===== config.mk =====
export PLATFORM = sky130hd
export DESIGN_NAME = sesus_ctrl
export DESIGN_NICKNAME = d
export VERILOG_FILES = /design/src/sesus_pkg.sv /design/src/sesus_write_cycle.sv /design/src/sesus_ctrl.sv
export VERILOG_INCLUDE_DIRS = /design/src
export SDC_FILE = /design/constraint.sdc
export NUM_CORES = 1
export LEC_CHECK = 0
export BUFFER_PORTS_ARGS = -buffer_cell sky130_fd_sc_hd__buf_2
export CORE_ASPECT_RATIO = 1.75
export CORE_MARGIN = 2
export CORE_UTILIZATION = 59
export DETAILED_ROUTE_END_ITERATION = 6
export HOLD_SLACK_MARGIN = 0.12
export PLACE_DENSITY = 0.85
export SYNTH_ARGS = -nofsm -noshare
export SYNTH_HDL_FRONTEND = slang
export SYNTH_SLANG_ARGS = --single-unit

===== constraint.sdc =====
create_clock -name clk_sys_in -period 3.09 [get_ports clk_sys_in]
set_input_delay 0.4635 -clock clk_sys_in [delete_from_list [all_inputs] [get_ports clk_sys_in]]
set_output_delay 0.4635 -clock clk_sys_in [all_outputs]
set_load 0.005 [all_outputs]

===== src/sesus_map.svh =====
// Constants for the sector erase and suspend controller.
`ifndef SESUS_MAP_SVH
`define SESUS_MAP_SVH
`define SESUS_REG_CTRL      8'h00
`define SESUS_REG_SECTOR    8'h04
`define SESUS_REG_STATUS    8'h08
`define SESUS_REG_COUNT     8'h0C
`define SESUS_CMD_START     0
`define SESUS_CMD_ADD       1
`define SESUS_CMD_SUSPEND   2
`define SESUS_CMD_RESUME    3
`define SESUS_CMD_ABORT     4
`define SESUS_CMD_HWRESET   5
`define SESUS_CMD_POLL      6
`define SESUS_UNLOCK1_ADDR  12'h555
`define SESUS_UNLOCK2_ADDR  12'h2AA
`define SESUS_DATA_UNLOCK1  8'hAA
`define SESUS_DATA_UNLOCK2  8'h55
`define SESUS_DATA_SETUP    8'h80
`define SESUS_DATA_ERASE    8'h30
`define SESUS_DATA_SUSPEND  8'hB0
`define SESUS_DATA_RESUME   8'h30
`define SESUS_DATA_RESET    8'hF0
`define SESUS_SECTOR_LSB    15
`define SESUS_WINDOW_NS     50000
`define SESUS_CLK_NS        100
`define SESUS_WINDOW_CYC    ((`SESUS_WINDOW_NS) / (`SESUS_CLK_NS))
`define SESUS_WE_LOW_CYC    1
`define SESUS_RESET_CYC     5
`endif


===== src/sesus_pkg.sv =====
// Types for the sector erase and suspend controller.
package sesus_pkg;
	typedef struct packed {
		logic [19:0] addr;
		logic [7:0]  data;
	} sesus_wcyc_t;
	typedef enum logic [2:0] {
		SESUS_IDLE,
		SESUS_SEQ,
		SESUS_QUEUE,
		SESUS_ERASING,
		SESUS_SUSPENDED
	} sesus_phase_t;
endpackage


===== src/sesus_write_cycle.sv =====
// One asynchronous write cycle on the flash bus: address, data, write strobe pulse.
`timescale 1ns/1ps
`default_nettype none
module sesus_write_cycle (
	// Clock and reset
	input  wire logic                 clk_sys_in,
	input  wire logic                 reset_in,
	// Request side
	input  wire logic                 go_in,
	input  wire sesus_pkg::sesus_wcyc_t cyc_in,
	output logic                      busy_out,
	output logic                      done_out,
	// Flash pins
	output logic [19:0]               addr_out,
	output logic [7:0]                dq_out,
	output logic                      dq_oe_out,
	output logic                      we_n_out
);
	logic [1:0] phase;

	always_ff @(posedge clk_sys_in) begin
		if (reset_in) begin
			phase     <= 2'h0;
			busy_out  <= 1'b0;
			done_out  <= 1'b0;
			addr_out  <= 20'h00000;
			dq_out    <= 8'h00;
			dq_oe_out <= 1'b0;
			we_n_out  <= 1'b1;
		end else begin
			done_out <= 1'b0;
			case (phase)
				2'h0: if (go_in) begin
					addr_out  <= cyc_in.addr;
					dq_out    <= cyc_in.data;
					dq_oe_out <= 1'b1;
					busy_out  <= 1'b1;
					phase     <= 2'h1;
				end
				2'h1: begin
					we_n_out <= 1'b0;
					phase    <= 2'h2;
				end
				2'h2: begin
					// Data latches on the rising strobe edge, so data stays one more cycle.
					we_n_out <= 1'b1;
					phase    <= 2'h3;
				end
				default: begin
					dq_oe_out <= 1'b0;
					busy_out  <= 1'b0;
					done_out  <= 1'b1;
					phase     <= 2'h0;
				end
			endcase
		end
	end
endmodule // sesus_write_cycle
`default_nettype wire


===== src/sesus_ctrl.sv =====
// Host controller that issues sector erase, queue, suspend and resume to a parallel flash.
//
// Summary of operation
// RQ1: Erase start is six writes: two unlocks, setup, two unlocks, sector plus erase.
// RQ2: Device hides secure region, identification and query while erasing; host avoids them.
// RQ3: Device preprograms sectors itself; host issues no preprogram writes.
// RQ4: Device waits fifty microseconds after last strobe before erasing.
// RQ5: Extra sector erase writes may be queued in any order inside the window.
// RQ6: Host spaces each queued sector write under fifty microseconds apart; adds go out when software asks, unchecked against the window.
// RQ7: Host should keep interrupts off while queuing sectors.
// RQ8: Any other write in the window aborts; host must restart whole sequence.
// RQ9: Erase timer flag shows window expiry; host may poll it.
// RQ10: Once erasing, device obeys only suspend; host sends nothing else.
// RQ11: Hardware reset stops erase; host reissues full sequence afterwards.
// RQ12: Device returns to array reads when done; ready busy shows progress.
// RQ13: Suspend is honoured only during sector erase or its window.
// RQ14: Suspend in window is immediate; during erase within twenty microseconds.
// RQ15: While suspended, reads in erasing sectors return status bits.
// RQ16: Status distinguishes active erase from suspended erase.
// RQ17: Program during suspend reports progress like normal programming.
// RQ18: Identification sequence allowed while suspended; exit returns to suspend.
// RQ19: Resume at any address continues erase; repeats ignored, new suspend allowed.
// RQ20: Each suspend redoes unfinished erase step, lengthening total time.
// RQ21: Suspend and resume are single writes with any address; resume code 30h.
// RQ22: Sector is selected by address bits nineteen down to fifteen.
// RQ23: Ready busy is busy from window end to completion, ready while suspended.
//
// The address map and the plain strobed port were chosen for this implementation.
`timescale 1ns/1ps
`default_nettype none
`include "sesus_map.svh"
module sesus_ctrl #(
	parameter int WINDOW_CYC = `SESUS_WINDOW_CYC
) (
	// Clock and reset
	input  wire logic        clk_sys_in,
	input  wire logic        reset_in,
	// Software register port
	input  wire logic [7:0]  reg_addr_in,
	input  wire logic [31:0] reg_wdata_in,
	input  wire logic        reg_wr_in,
	input  wire logic        reg_rd_in,
	output logic [31:0]      reg_rdata_out,
	// Flash pins
	output logic [19:0]      flash_addr_out,
	output logic [7:0]       flash_dq_out,
	output logic             flash_dq_oe_out,
	input  wire logic [7:0]  flash_dq_in,
	output logic             flash_we_n_out,
	output logic             flash_oe_n_out,
	output logic             flash_reset_n_out,
	input  wire logic        flash_ready_busy_in
);
	// ------------------------------------------------------------------
	// Pin synchronisers
	// ------------------------------------------------------------------
	logic [2:0] rb_sync;
	logic       rb_level;
	logic [7:0] dq_s1;
	logic [7:0] dq_s2;

	always_ff @(posedge clk_sys_in) begin
		if (reset_in) begin
			rb_sync  <= 3'h0;
			rb_level <= 1'b0;
		end else begin
			rb_sync <= {rb_sync[1:0], flash_ready_busy_in};
			if (rb_sync[1] == rb_sync[2])
				rb_level <= rb_sync[2];
		end
	end

	always_ff @(posedge clk_sys_in) begin
		if (reset_in) begin
			dq_s1 <= 8'h00;
			dq_s2 <= 8'h00;
		end else begin
			dq_s1 <= flash_dq_in;
			dq_s2 <= dq_s1;
		end
	end

	// ------------------------------------------------------------------
	// Sequencer
	// ------------------------------------------------------------------
	sesus_pkg::sesus_phase_t phase;
	sesus_pkg::sesus_wcyc_t  seq [0:5];
	sesus_pkg::sesus_wcyc_t  cur;
	logic [2:0]  idx;
	logic [2:0]  last_idx;
	logic        go;
	logic        wbusy;
	logic        wdone;
	logic        issued;
	logic [4:0]  sector;
	logic [15:0] since_last;
	logic [15:0] queued;
	logic        window_late;
	logic        hw_cnt_run;
	logic [3:0]  hw_cnt;
	logic [7:0]  last_status;
	logic [1:0]  rd_phase;

	wire do_cmd = reg_wr_in && (reg_addr_in == `SESUS_REG_CTRL);
	wire [4:0] sec_w = reg_wdata_in[4:0];
	wire [19:0] sec_addr = {sec_w, 15'h0000}; // [RQ22]

	always_comb begin
		seq[0] = '{addr: {8'h00, `SESUS_UNLOCK1_ADDR}, data: `SESUS_DATA_UNLOCK1};
		seq[1] = '{addr: {8'h00, `SESUS_UNLOCK2_ADDR}, data: `SESUS_DATA_UNLOCK2};
		seq[2] = '{addr: {8'h00, `SESUS_UNLOCK1_ADDR}, data: `SESUS_DATA_SETUP};
		seq[3] = '{addr: {8'h00, `SESUS_UNLOCK1_ADDR}, data: `SESUS_DATA_UNLOCK1};
		seq[4] = '{addr: {8'h00, `SESUS_UNLOCK2_ADDR}, data: `SESUS_DATA_UNLOCK2};
		seq[5] = '{addr: {sector, 15'h0000}, data: `SESUS_DATA_ERASE};
	end

	sesus_write_cycle u_wcyc (
		.clk_sys_in (clk_sys_in),
		.reset_in   (reset_in),
		.go_in      (go),
		.cyc_in     (cur),
		.busy_out   (wbusy),
		.done_out   (wdone),
		.addr_out   (flash_addr_out),
		.dq_out     (flash_dq_out),
		.dq_oe_out  (flash_dq_oe_out),
		.we_n_out   (flash_we_n_out)
	);

	// Commands other than hardware reset are accepted only while no write cycle runs; others are dropped quietly.
	always_ff @(posedge clk_sys_in) begin
		if (reset_in) begin
			phase    <= sesus_pkg::SESUS_IDLE;
			idx      <= 3'h0;
			last_idx <= 3'h0;
			go       <= 1'b0;
			cur      <= '0;
			issued   <= 1'b0;
			sector   <= 5'h00;
			queued   <= 16'h0000;
		end else begin
			go <= 1'b0;
			if (do_cmd && reg_wdata_in[`SESUS_CMD_HWRESET]) begin
				phase  <= sesus_pkg::SESUS_IDLE; // [RQ11]
				queued <= 16'h0000;
			end else if (phase == sesus_pkg::SESUS_SEQ) begin
				if (!wbusy && !go && !issued && rd_phase == 2'h0) begin
					cur    <= seq[idx]; // [RQ1]
					go     <= 1'b1;
					issued <= 1'b1;
				end else if (wdone) begin
					issued <= 1'b0;
					if (idx == 3'h5)
						phase <= sesus_pkg::SESUS_QUEUE; // [RQ4]
					else
						idx <= idx + 3'h1;
				end
			end else if (!wbusy && !go && do_cmd) begin
				if (reg_wdata_in[`SESUS_CMD_START] && phase == sesus_pkg::SESUS_IDLE) begin
					sector <= sec_w;
					idx    <= 3'h0;
					issued <= 1'b0;
					queued <= 16'h0001;
					phase  <= sesus_pkg::SESUS_SEQ;
				end else if (reg_wdata_in[`SESUS_CMD_ADD] && phase == sesus_pkg::SESUS_QUEUE) begin
					cur    <= '{addr: sec_addr, data: `SESUS_DATA_ERASE}; // [RQ5] [RQ6] [RQ7]
					go     <= 1'b1;
					queued <= queued + 16'h0001;
				end else if (reg_wdata_in[`SESUS_CMD_SUSPEND] &&
						(phase == sesus_pkg::SESUS_QUEUE || phase == sesus_pkg::SESUS_ERASING)) begin
					cur   <= '{addr: 20'h00000, data: `SESUS_DATA_SUSPEND}; // [RQ13] [RQ21]
					go    <= 1'b1;
					phase <= sesus_pkg::SESUS_SUSPENDED; // [RQ14]
				end else if (reg_wdata_in[`SESUS_CMD_RESUME] && phase == sesus_pkg::SESUS_SUSPENDED) begin
					cur   <= '{addr: 20'h00000, data: `SESUS_DATA_RESUME}; // [RQ19] [RQ21]
					go    <= 1'b1;
					phase <= sesus_pkg::SESUS_ERASING;
				end else if (reg_wdata_in[`SESUS_CMD_ABORT] && phase == sesus_pkg::SESUS_QUEUE) begin
					cur    <= '{addr: 20'h00000, data: `SESUS_DATA_RESET}; // [RQ8]
					go     <= 1'b1;
					phase  <= sesus_pkg::SESUS_IDLE;
					queued <= 16'h0000;
				end
			end else if (phase == sesus_pkg::SESUS_QUEUE && window_late && rb_level == 1'b0) begin
				phase <= sesus_pkg::SESUS_ERASING; // [RQ9] [RQ23]
			end else if (phase == sesus_pkg::SESUS_ERASING && window_late && rb_level) begin
				phase <= sesus_pkg::SESUS_IDLE; // [RQ12]
			end
		end
	end

	// Window timer measured from the end of each erase write.
	always_ff @(posedge clk_sys_in) begin
		if (reset_in) begin
			since_last  <= 16'h0000;
			window_late <= 1'b0;
		// The timer clears to zero while suspended, so a long suspend cannot end the erase early on resume.
		end else if (wdone || phase == sesus_pkg::SESUS_IDLE || phase == sesus_pkg::SESUS_SEQ ||
				phase == sesus_pkg::SESUS_SUSPENDED) begin
			since_last  <= 16'h0000;
			window_late <= 1'b0;
		end else if (since_last != 16'hFFFF) begin
			since_last <= since_last + 16'h0001;
			if (since_last >= 16'(WINDOW_CYC))
				window_late <= 1'b1;
		end
	end

	// Status poll read on the flash bus; also drives the hardware reset pulse.
	always_ff @(posedge clk_sys_in) begin
		if (reset_in) begin
			flash_oe_n_out    <= 1'b1;
			flash_reset_n_out <= 1'b0;
			hw_cnt_run        <= 1'b1;
			hw_cnt            <= 4'h0;
			rd_phase          <= 2'h0;
			last_status       <= 8'h00;
		end else begin
			if (do_cmd && reg_wdata_in[`SESUS_CMD_HWRESET]) begin
				hw_cnt_run        <= 1'b1;
				hw_cnt            <= 4'h0;
				flash_reset_n_out <= 1'b0;
			end else if (hw_cnt_run) begin
				hw_cnt <= hw_cnt + 4'h1;
				if (hw_cnt == 4'(`SESUS_RESET_CYC)) begin
					hw_cnt_run        <= 1'b0;
					flash_reset_n_out <= 1'b1;
				end
			end
			case (rd_phase)
				2'h0: if (do_cmd && reg_wdata_in[`SESUS_CMD_POLL] && !wbusy && !go) begin
					flash_oe_n_out <= 1'b0; // [RQ15] [RQ16]
					rd_phase       <= 2'h1;
				end
				2'h1: rd_phase <= 2'h2;
				2'h2: rd_phase <= 2'h3;
				default: begin
					last_status    <= dq_s2;
					flash_oe_n_out <= 1'b1;
					rd_phase       <= 2'h0;
				end
			endcase
		end
	end

	// ------------------------------------------------------------------
	// Register reads
	// ------------------------------------------------------------------
	always_ff @(posedge clk_sys_in) begin
		if (reset_in) begin
			reg_rdata_out <= 32'h00000000;
		end else if (reg_rd_in) begin
			if (reg_addr_in == `SESUS_REG_STATUS)
				reg_rdata_out <= {16'h0000, last_status, rb_level, window_late, wbusy, 2'h0, 3'(phase)};
			else if (reg_addr_in == `SESUS_REG_SECTOR)
				reg_rdata_out <= {27'h0000000, sector};
			else if (reg_addr_in == `SESUS_REG_COUNT)
				reg_rdata_out <= {16'h0000, queued};
			else
				reg_rdata_out <= 32'h00000000;
		end else begin
			reg_rdata_out <= 32'h00000000;
		end
	end

	// ------------------------------------------------------------------
	// Checks
	// ------------------------------------------------------------------
	chk_seq_order: assert property (@(posedge clk_sys_in) disable iff (reset_in) // [RQ1]
		(go && phase == sesus_pkg::SESUS_SEQ && idx == 3'h2) |-> cur.data == `SESUS_DATA_SETUP)
		else $error("setup write out of order");
	chk_suspend_code: assert property (@(posedge clk_sys_in) disable iff (reset_in) // [RQ13]
		(go && cur.data == `SESUS_DATA_SUSPEND) |=> phase == sesus_pkg::SESUS_SUSPENDED)
		else $error("suspend without suspended phase");
	chk_resume_phase: assert property (@(posedge clk_sys_in) disable iff (reset_in) // [RQ19]
		(go && cur.data == `SESUS_DATA_RESUME && phase != sesus_pkg::SESUS_QUEUE && phase != sesus_pkg::SESUS_SEQ) |->
		phase == sesus_pkg::SESUS_ERASING && $past(phase) == sesus_pkg::SESUS_SUSPENDED)
		else $error("resume outside suspended erase");
	chk_erase_quiet: assert property (@(posedge clk_sys_in) disable iff (reset_in) // [RQ10]
		(go && $past(phase) == sesus_pkg::SESUS_ERASING) |-> cur.data == `SESUS_DATA_SUSPEND)
		else $error("non suspend write while erasing");
	chk_sector_bits: assert property (@(posedge clk_sys_in) disable iff (reset_in) // [RQ22]
		(go && cur.data == `SESUS_DATA_ERASE && phase == sesus_pkg::SESUS_QUEUE) |-> cur.addr[14:0] == 15'h0000)
		else $error("sector write with low address bits");
	chk_abort_idle: assert property (@(posedge clk_sys_in) disable iff (reset_in) // [RQ8]
		(go && cur.data == `SESUS_DATA_RESET) |-> phase == sesus_pkg::SESUS_IDLE)
		else $error("abort did not return to idle");
	chk_we_pulse: assert property (@(posedge clk_sys_in) disable iff (reset_in) // [RQ21]
		$fell(flash_we_n_out) |=> flash_we_n_out)
		else $error("write strobe longer than one cycle");
	chk_hw_reset: assert property (@(posedge clk_sys_in) disable iff (reset_in) // [RQ11]
		(do_cmd && reg_wdata_in[`SESUS_CMD_HWRESET]) |=> !flash_reset_n_out && phase == sesus_pkg::SESUS_IDLE)
		else $error("hardware reset not applied");
endmodule // sesus_ctrl
`default_nettype wire


==> results of run 1 <==
[layout by cell type, fill, tap and decap left out, types with 4 or more instances in the layout]
master      count
a21oi_1        54
o31ai_1         4
nor3_1         18
nor2_1         75
a311oi_1        6
a211oi_1       10
xor2_1          4
nand4_1         8
nand3_1        24
nor4_1          5
nor2b_1        24
ha_1           14
clkinvlp_4      6
xnor2_1         8
a32oi_1         4
buf_4           4
nand2_1        60
or3_1           7
buf_2          71
inv_1          19
and4_1          5
clkbuf_16      17
conb_1         20
mux2i_1        20
a22oi_1        11
and3_1          9
dfxtp_1       128
o21ai_0        18
a31oi_1        12
[cell type report]
cell class / count / area share (%)
Clock buffer: 19 / 6.503
Clock inverter: 12 / 1.729
Timing Repair Buffer: 75 / 5.788
Inverter: 19 / 1.071
Tap cell: 125 / 2.349
Multi-Input combinational cell: 484 / 44.07
Sequential cell: 128 / 38.49
[path summary, 6_finish.rpt]
check	start	to	slack (ns)	cells past startpoint
setup / recovery	phase[1]	queued[6]	0.58	5
hold / removal	flash_dq_in[1]	dq_s1[1]	0.25	2
setup reg to reg	phase[1]	queued[6]	0.58	5
hold reg to reg	dq_s1[5]	dq_s2[5]	0.45	1
[critical path, delay by kind of cell (launching register included)]
family | cells | cell delay, ns
simple gates | 3 | 1.35
compound gates | 2 | 0.43
flops | 1 | 0.65
[sequential cells by signal (all words and copies together) (netlist names), 2 cells and up]
name             cells
idx                  3
sector               5
rd_phase             2
reg_rdata_out       16
phase                3
dq_s2                8
last_status          8
hw_cnt               4
u_wcyc.addr_out      6
u_wcyc.dq_out        6
dq_s1                8
cur                 12
queued              16
since_last          16
rb_sync              3
u_wcyc.phase         2
[metrics by stage]
stage / cell area, sq um / hold slack, ns / setup slack, ns / utilization [%]
floorplan: 5992 / 0.4138 / 1.142 / -
global placement: 6110 / 0.4172 / 0.6698 / 62.41
detailed placement: 6110 / 0.4284 / 0.5936 / 62.41
CTS: 6658 / 0.2436 / 0.6646 / 68.01
global route: 6658 / 0.2532 / 0.3983 / 68.01
finish: 6658 / 0.2518 / 0.5819 / 68.01
[kinds of logic (layout without fill, tap and decap cells)]
group | count (synthesis) | in the layout | synth area share [%]
buf+inv | 93 | 125 | 8.369
xor+xnor | 12 | 12 | 1.775
fa+ha+maj | 14 | 14 | 2.959
other cells | 1 | 20 | 0.06334
mux | 20 | 20 | 3.381
flops | 128 | 128 | 43.28
simple gates | 274 | 274 | 24.60
compound gates | 144 | 144 | 15.58
[layer usage]
layer | up-vias | part of all wire, % | global-route usage, %
met4 | 0 | 5.2 | 17.82
met3 | 53 | 5.3 | 6.266
li1 | 2441 | - | -
met1 | 2429 | 35 | 26.50
met5 | - | 0 | 0
met2 | 225 | 54 | 49.11
[power by group through the flow]
stage	Sequential (W)	Combinational (W)	Clock, W
global placement	0.00172	0.000156	0
floorplan	0.00172	0.000131	0
detailed placement	0.00172	0.000165	0
CTS	0.00169	0.000166	0.00187
finish	0.00169	0.000167	0.00185
global route	0.00169	0.000184	0.00194
==> Implementation_results.wiki, run 1 <==
{| class="wikitable"
! Metric !! Value
|-
| Run status || completed
|-
| Synth Register Bits || 128
|-
| Cell with the biggest individual delay on the critical path || dfxtp_1
|-
| N_diodes || 0
|-
| Total setup buffers inserted after CTS || 0
|-
| CTS clock-pin slew for the worst setup and hold paths || roughly 0.06 ns
|-
| Count of cell types in the netlist || 72
|-
| Via/cell ratio || 5.972
|-
| Boundary Pins || 117
|-
| Power after layout || 0.003708 W
|-
| Proportion of netlist area held by the largest area contributor || 43.28%
|-
| CP max FO || 16
|-
| Non-filler cells, final || 862
|-
| Final estimated routing congestion in global placement || 0.8989
|-
| Post-layout minimum cycle time || between 2 and 3 ns
|-
| Die outline height || 136.5 um
|-
| Share of post-route cells with drive strength above 1 || 16.28%
|-
| Total via count in the routed design || 5148
|-
| Area contributors post-synth || dfxtp_1, nor2_1, a21oi_1
|-
| Sequential fraction of design power || 45.5%
|-
| Number of levels in the clock H-tree || 4
|-
| Clock Root Buffer || clkbuf_16
|-
| Fillers || 762
|-
| Number of optimization iterations in the first detailed-route pass || 5
|-
| Insertion delay of the later-clocked pin in the worst-skew pair || ~0.42 ns
|-
| Iter 0 DRT Violations || 545
|-
| Most common cell in the netlist || dfxtp_1
|-
| WP data required || around 3.5 ns
|-
| Accumulated negative setup slack || 0 ns
|-
| Hold buffer count at CTS || 0
|-
| CTS Sinks || around 130
|-
| Largest net degree at the start of global routing || 69
|-
| Share of power burned in combinational logic || ~4.5%
|-
| Maximum vdd drop || 534.8 uV
|-
| Count of flip-flops with a built-in enable after synthesis || 0
|-
| Core outline area || 0.009789 sq mm
|-
| Critical Path End Type || register
|-
| Width of the die || 79.73 um
|-
| Slowest stage delay, CP || approximately 0.65 ns
|-
| Number of antenna violations at the first check in global routing || 0
|-
| Nature of the critical path startpoint || register
|-
| Cell type with the largest total area after synthesis || dfxtp_1
|-
| Cell Pwr Density || around 560 mW/mm^2
|-
| Flip-flop cell with the highest count after synthesis || dfxtp_1
|-
| Final number of setup-violating endpoints || 0
|-
| Number of nets in the finished design || 792
|-
| DRC violation count after routing || 0
|-
| Initial standard-cell utilization of the core || 60.48%
|-
| Post_cts resized || 0
|-
| Gate count of the mapped netlist || about 690
|-
| Post-route clock period utilization || 81.17%
|-
| Switching fraction of total power || 23.43%
|-
| Number of buffers inserted by port buffering || 71
|-
| Crit path DAT || 2.87 ns
|-
| Routed len/inst || between 15 and 20 um
|-
| Total instance count after detailed placement || 831
|-
| CTS tree || built
|-
| Total Die Area || 0.01088 sq mm
|-
| Headroom to the max-slew limit || 50.70%
|-
| Area used by multi-input combinational logic || between 0.002 and 0.003 sq mm
|-
| Total internal power || 0.002839 W
|-
| DP HPWL || 10.17 mm
|-
| Buffer depth of the longest clock path || 2
|-
| Routed wire length || 14.29 mm
|-
| Count of final hold-check violations || 0
|-
| Slew of the pin with the lowest slew margin || 0.7292 ns
|-
| Tot GR Track Use || 26.97%
|-
| Clock power frac || 50.0%
|-
| Warning count from the yosys run || 0
|-
| Maximum Capacitance Violations || 0
|-
| Number of routed nets with antenna violations || 0
|-
| Type of the most critical hold path || input pin to register
|-
| Clock buffers created by TritonCTS || 17
|-
| Post-route clock skew || about 0.0083 ns
|-
| Number of global-route vias before repair || around 4900
|-
| Total number of placement rows || 48
|-
| Final global-route overflow total || 0
|-
| Static leakage || 2.567 nW
|-
| Unrepaired setup endpoints after global routing || no
|-
| Wire length of the first global-routing pass || 22.61 mm
|-
| Switching power || roughly 0.00087 W
|-
| Area taken by flip-flops and latches || between 0.002 and 0.003 sq mm
|-
| Crit path kind || register to register
|-
| Max Fclk || 0.3987 GHz
|-
| Post-synth design cell area || 0.005921 sq mm
|-
| Area growth syn-to-layout || 12.45%
|-
| Ys async rst share || 0%
|-
| Part of the Yosys area used for sequential elements || between 40% and 50%
|-
| Critical path, cell by cell || nor4bb_1, o2bb2ai_1, nand3_1, nor3_1, a32o_1
|-
| Per-instance average area after synthesis || 8.631 sq um
|-
| Post-synth top cells || dfxtp_1, nor2_1, nand2_1, a21oi_1, buf_4
|-
| Number of pins with negative max-slew slack in the final report || 0
|}
Note: power is estimated with default switching activity, not from simulation.
==> inputs of run 2 (changes only) <==
--- a/config.mk
+++ b/config.mk
@@ -6,13 +6,14 @@
 export SDC_FILE = /design/constraint.sdc
 export NUM_CORES = 1
 export LEC_CHECK = 0
+export ABC_AREA = 1
 export BUFFER_PORTS_ARGS = -buffer_cell sky130_fd_sc_hd__buf_2
 export CORE_ASPECT_RATIO = 1.75
 export CORE_MARGIN = 2
-export CORE_UTILIZATION = 59
+export CORE_UTILIZATION = 55
 export DETAILED_ROUTE_END_ITERATION = 6
 export HOLD_SLACK_MARGIN = 0.12
-export PLACE_DENSITY = 0.85
+export PLACE_DENSITY = 0.8
 export SYNTH_ARGS = -nofsm -noshare
 export SYNTH_HDL_FRONTEND = slang
 export SYNTH_SLANG_ARGS = --single-unit
==> constraint.sdc (replaced) <==
create_clock -name clk_sys_in -period 2.41 [get_ports clk_sys_in]
set_input_delay 0.3615 -clock clk_sys_in [delete_from_list [all_inputs] [get_ports clk_sys_in]]
set_output_delay 0.3615 -clock clk_sys_in [all_outputs]
set_load 0.005 [all_outputs]
==> Implementation_results.wiki, run 2 <==
{| class="wikitable"
! Metric !! Value
|-
| Warning count from the yosys run || 0 (unchanged)
|-
| Switching power || 0.001206 W (+39%)
|-
| Final global-route overflow total || 0 (unchanged)
|-
| Post-route clock period utilization || 84.52% (+3.4 points)
|-
| Slew of the pin with the lowest slew margin || 0.9339 ns (+0.2047 ns)
|-
| Cell type with the largest total area after synthesis || dfxtp_1
|-
| Post-layout minimum cycle time || 2.037 ns (-0.4711 ns)
|-
| Flip-flop cell with the highest count after synthesis || dfxtp_1
|-
| Number of antenna violations at the first check in global routing || 0 (unchanged)
|-
| Iter 0 DRT Violations || 294 (-46%)
|-
| Share of power burned in combinational logic || 8.0% (+3.5 points)
|-
| Initial standard-cell utilization of the core || 56.18% (-4.3 points)
|-
| Hold buffer count at CTS || 0 (unchanged)
|-
| Core outline area || 0.01064 sq mm (+8.6%)
|-
| Proportion of netlist area held by the largest area contributor || 42.89% (-0.39 points)
|-
| Width of the die || 82.79 um (+3.8%)
|-
| Highest-count cells in the layout ignoring fill and taps || nand2_1, nor2_1, dfxtp_1
|-
| Final estimated routing congestion in global placement || 0.9691 (+7.8%)
|-
| Post-synth design cell area || 0.005974 sq mm (+0.91%)
|-
| Number of pins with negative max-slew slack in the final report || 0 (unchanged)
|-
| Accumulated negative setup slack || 0 ns (unchanged)
|-
| Area used by multi-input combinational logic || 0.002724 sq mm (-7.2%)
|-
| Type of the most critical hold path || input pin to register
|-
| Count of cell types in the netlist || 41 (-43%)
|-
| Most common cell in the netlist || nand2_1
|-
| Area taken by flip-flops and latches || 0.002562 sq mm (unchanged)
|-
| Number of routed nets with antenna violations || 0 (unchanged)
|-
| Share of post-route cells with drive strength above 1 || 16.33% (+0.051 points)
|-
| Max Fclk || 0.4909 GHz (+23%)
|-
| Post-synth top cells || nand2_1, nor2_1, dfxtp_1, inv_1, a21oi_1
|-
| Per-instance average area after synthesis || 7.216 sq um (-16%)
|-
| Post-route clock skew || 0.006090 ns (-0.002203 ns)
|-
| Count of flip-flops with a built-in enable after synthesis || 0 (unchanged)
|-
| Final Util || 63.68% (-4.3 points)
|-
| Critical path, cell by cell || inv_2, nand2_2, inv_2, nand2_2, inv_2, nor2_1, nand2_2, nor2_4, inv_2, nor2_1, nor2_1
|-
| Crit path kind || register to register
|-
| Largest registers || queued (16), reg_rdata_out (16), since_last (16)
|-
| Number of nets in the finished design || 956 (+21%)
|-
| Maximum vdd drop || 748.2 uV (+40%)
|-
| Nature of the critical path startpoint || register
|-
| Clock power frac || 46.0% (-4.0 points)
|-
| Critical Path End Type || register
|-
| Insertion delay of the later-clocked pin in the worst-skew pair || 0.41 ns (about the same)
|-
| CTS Sinks || 128 (unchanged)
|-
| Slowest stage delay, CP || 0.47 ns (-0.18 ns)
|-
| Wire length of the first global-routing pass || 22.49 mm (-0.55%)
|-
| Switching fraction of total power || 24.68% (+1.3 points)
|-
| Part of the Yosys area used for sequential elements || 42.89% (-0.39 points)
|-
| Buffer depth of the longest clock path || 2 (unchanged)
|-
| Cell with the most instances on the worst path || inv_2
|-
| Tot GR Track Use || 25.22% (-1.8 points)
|-
| Die outline height || 141.9 um (+3.9%)
|-
| Total number of placement rows || 50 (+4.2%)
|-
| Clock Root Buffer || clkbuf_16
|-
| Crit path DAT || 2.34 ns (-0.53 ns)
|-
| Number of global-route vias before repair || 5069 (+2.8%)
|-
| Number of buffers inserted by port buffering || 71 (unchanged)
|-
| Sequential fraction of design power || 46.0% (+0.5 points)
|-
| Cell Pwr Density || 721.6 mW/mm^2 (+30%)
|-
| Leading cell type in the layout, fill and taps excluded || nand2_1
|-
| Ys async rst share || 0% (unchanged)
|-
| Number of optimization iterations in the first detailed-route pass || 5 (unchanged)
|-
| Total Die Area || 0.01175 sq mm (+7.9%)
|-
| Unrepaired setup endpoints after global routing || no
|-
| Run status || completed
|-
| Headroom to the max-slew limit || 37.51% (-13 points)
|-
| N_diodes || 0 (unchanged)
|-
| CTS clock-pin slew for the worst setup and hold paths || 0.05 ns (about the same)
|-
| Via/cell ratio || 5.187 (-13%)
|-
| Total internal power || 0.003681 W (+30%)
|-
| Fillers || 990 (+30%)
|-
| Maximum Capacitance Violations || 0 (unchanged)
|-
| Number of levels in the clock H-tree || 4 (unchanged)
|-
| Routed len/inst || 13.45 um (-19%)
|-
| DP HPWL || 10.21 mm (+0.38%)
|-
| Boundary Pins || 117 (unchanged)
|-
| CP max FO || 12 (-4)
|-
| Total via count in the routed design || 5343 (+3.8%)
|-
| DRC violation count after routing || 0 (unchanged)
|-
| Largest net degree at the start of global routing || 39 (-43%)
|-
| CTS tree || built
|-
| Gate count of the mapped netlist || 828 (+21%)
|-
| Routed wire length || 13.86 mm (-3.0%)
|-
| WP data required || 2.72 ns (-0.73 ns)
|-
| Area contributors post-synth || dfxtp_1, nand2_1, nor2_1
|-
| Static leakage || 3.075 nW (+20%)
|-
| Clock buffers created by TritonCTS || 17 (unchanged)
|-
| Cell with the biggest individual delay on the critical path || dfxtp_1
|-
| Final number of setup-violating endpoints || 0 (unchanged)
|-
| Power after layout || 0.004887 W (+32%)
|-
| Post_cts resized || 0 (unchanged)
|-
| Area growth syn-to-layout || 13.36%
|-
| Total setup buffers inserted after CTS || 0 (unchanged)
|-
| Count of final hold-check violations || 0 (unchanged)
|-
| Synth Register Bits || 128 (unchanged)
|}
-- run 2: worst max-delay path, delay by kind of cell, from the launching register on --
kind | cells | cell delay (ns)
and+or+nand+nor | 7 | 1.00
DFF | 1 | 0.47
buffers and inverters | 4 | 0.43
-- run 2: path summary, 6_finish.rpt --
check | to | cells past startpoint | slack (ns) | startpoint
max | cur[24] | 11 | 0.37 | phase[1]
min | dq_s1[6] | 3 | 0.15 | flash_dq_in[6]
max reg2reg | cur[24] | 11 | 0.37 | phase[1]
min reg2reg | dq_s2[2] | 2 | 0.40 | dq_s1[2]
-- run 2: layer usage --
| layer | vias up | global-route usage, % | share of wire (%) |
|---|---|---|---|
| li1 | 2708 | - | - |
| met1 | 2413 | 25.53 | 37 |
| met2 | 178 | 45.50 | 55 |
| met3 | 44 | 6.043 | 4.4 |
| met4 | 0 | 13.89 | 4.1 |
| met5 | - | 0 | 0 |
-- run 2: kinds of logic (layout without fill, tap and decap cells) --
logic type,after synthesis,in the layout,synth area share (%)
simple gates,366,366,26.72
buf+inv,164,217,12.71
compound gates,143,143,12.92
flops,128,128,42.89
fa+ha+maj,14,14,2.932
xor+xnor,12,12,1.759
other cells,1,20,0.06277
-- run 2: cell type report --
cell class / instances / share of cell area [%]
well taps: 130 / 2.402
repair buffers: 74 / 5.579
multi-input cells: 555 / 40.22
clock buffers: 20 / 6.743
clock inverters: 10 / 0.9606
inverters: 113 / 6.263
flip-flops and latches: 128 / 37.83
-- run 2: power by group through the flow --
stage                     Sequential, W  Combinational [W]  Clock (W)
after CTS                       0.00225           0.000392    0.00228
final                           0.00225           0.000390    0.00225
after global placement          0.00229           0.000379          0
after detailed placement        0.00229           0.000387          0
after global routing            0.00226           0.000460    0.00238
after floorplan                 0.00228           0.000302          0
-- run 2: stage by stage --
| stage | hold slack [ns] | instance area [sq um] | std cells | setup slack, ns |
|---|---|---|---|---|
| after floorplan | 0.3883 | 6046 | 847 | 0.8550 |
| after global placement | 0.3923 | 6251 | 1000 | 0.2420 |
| after detailed placement | 0.3945 | 6251 | 1000 | 0.2081 |
| after CTS | 0.1368 | 6773 | 1030 | 0.4137 |
| after global routing | 0.1544 | 6773 | 1030 | 0.1672 |
| final | 0.1482 | 6773 | 1030 | 0.3730 |
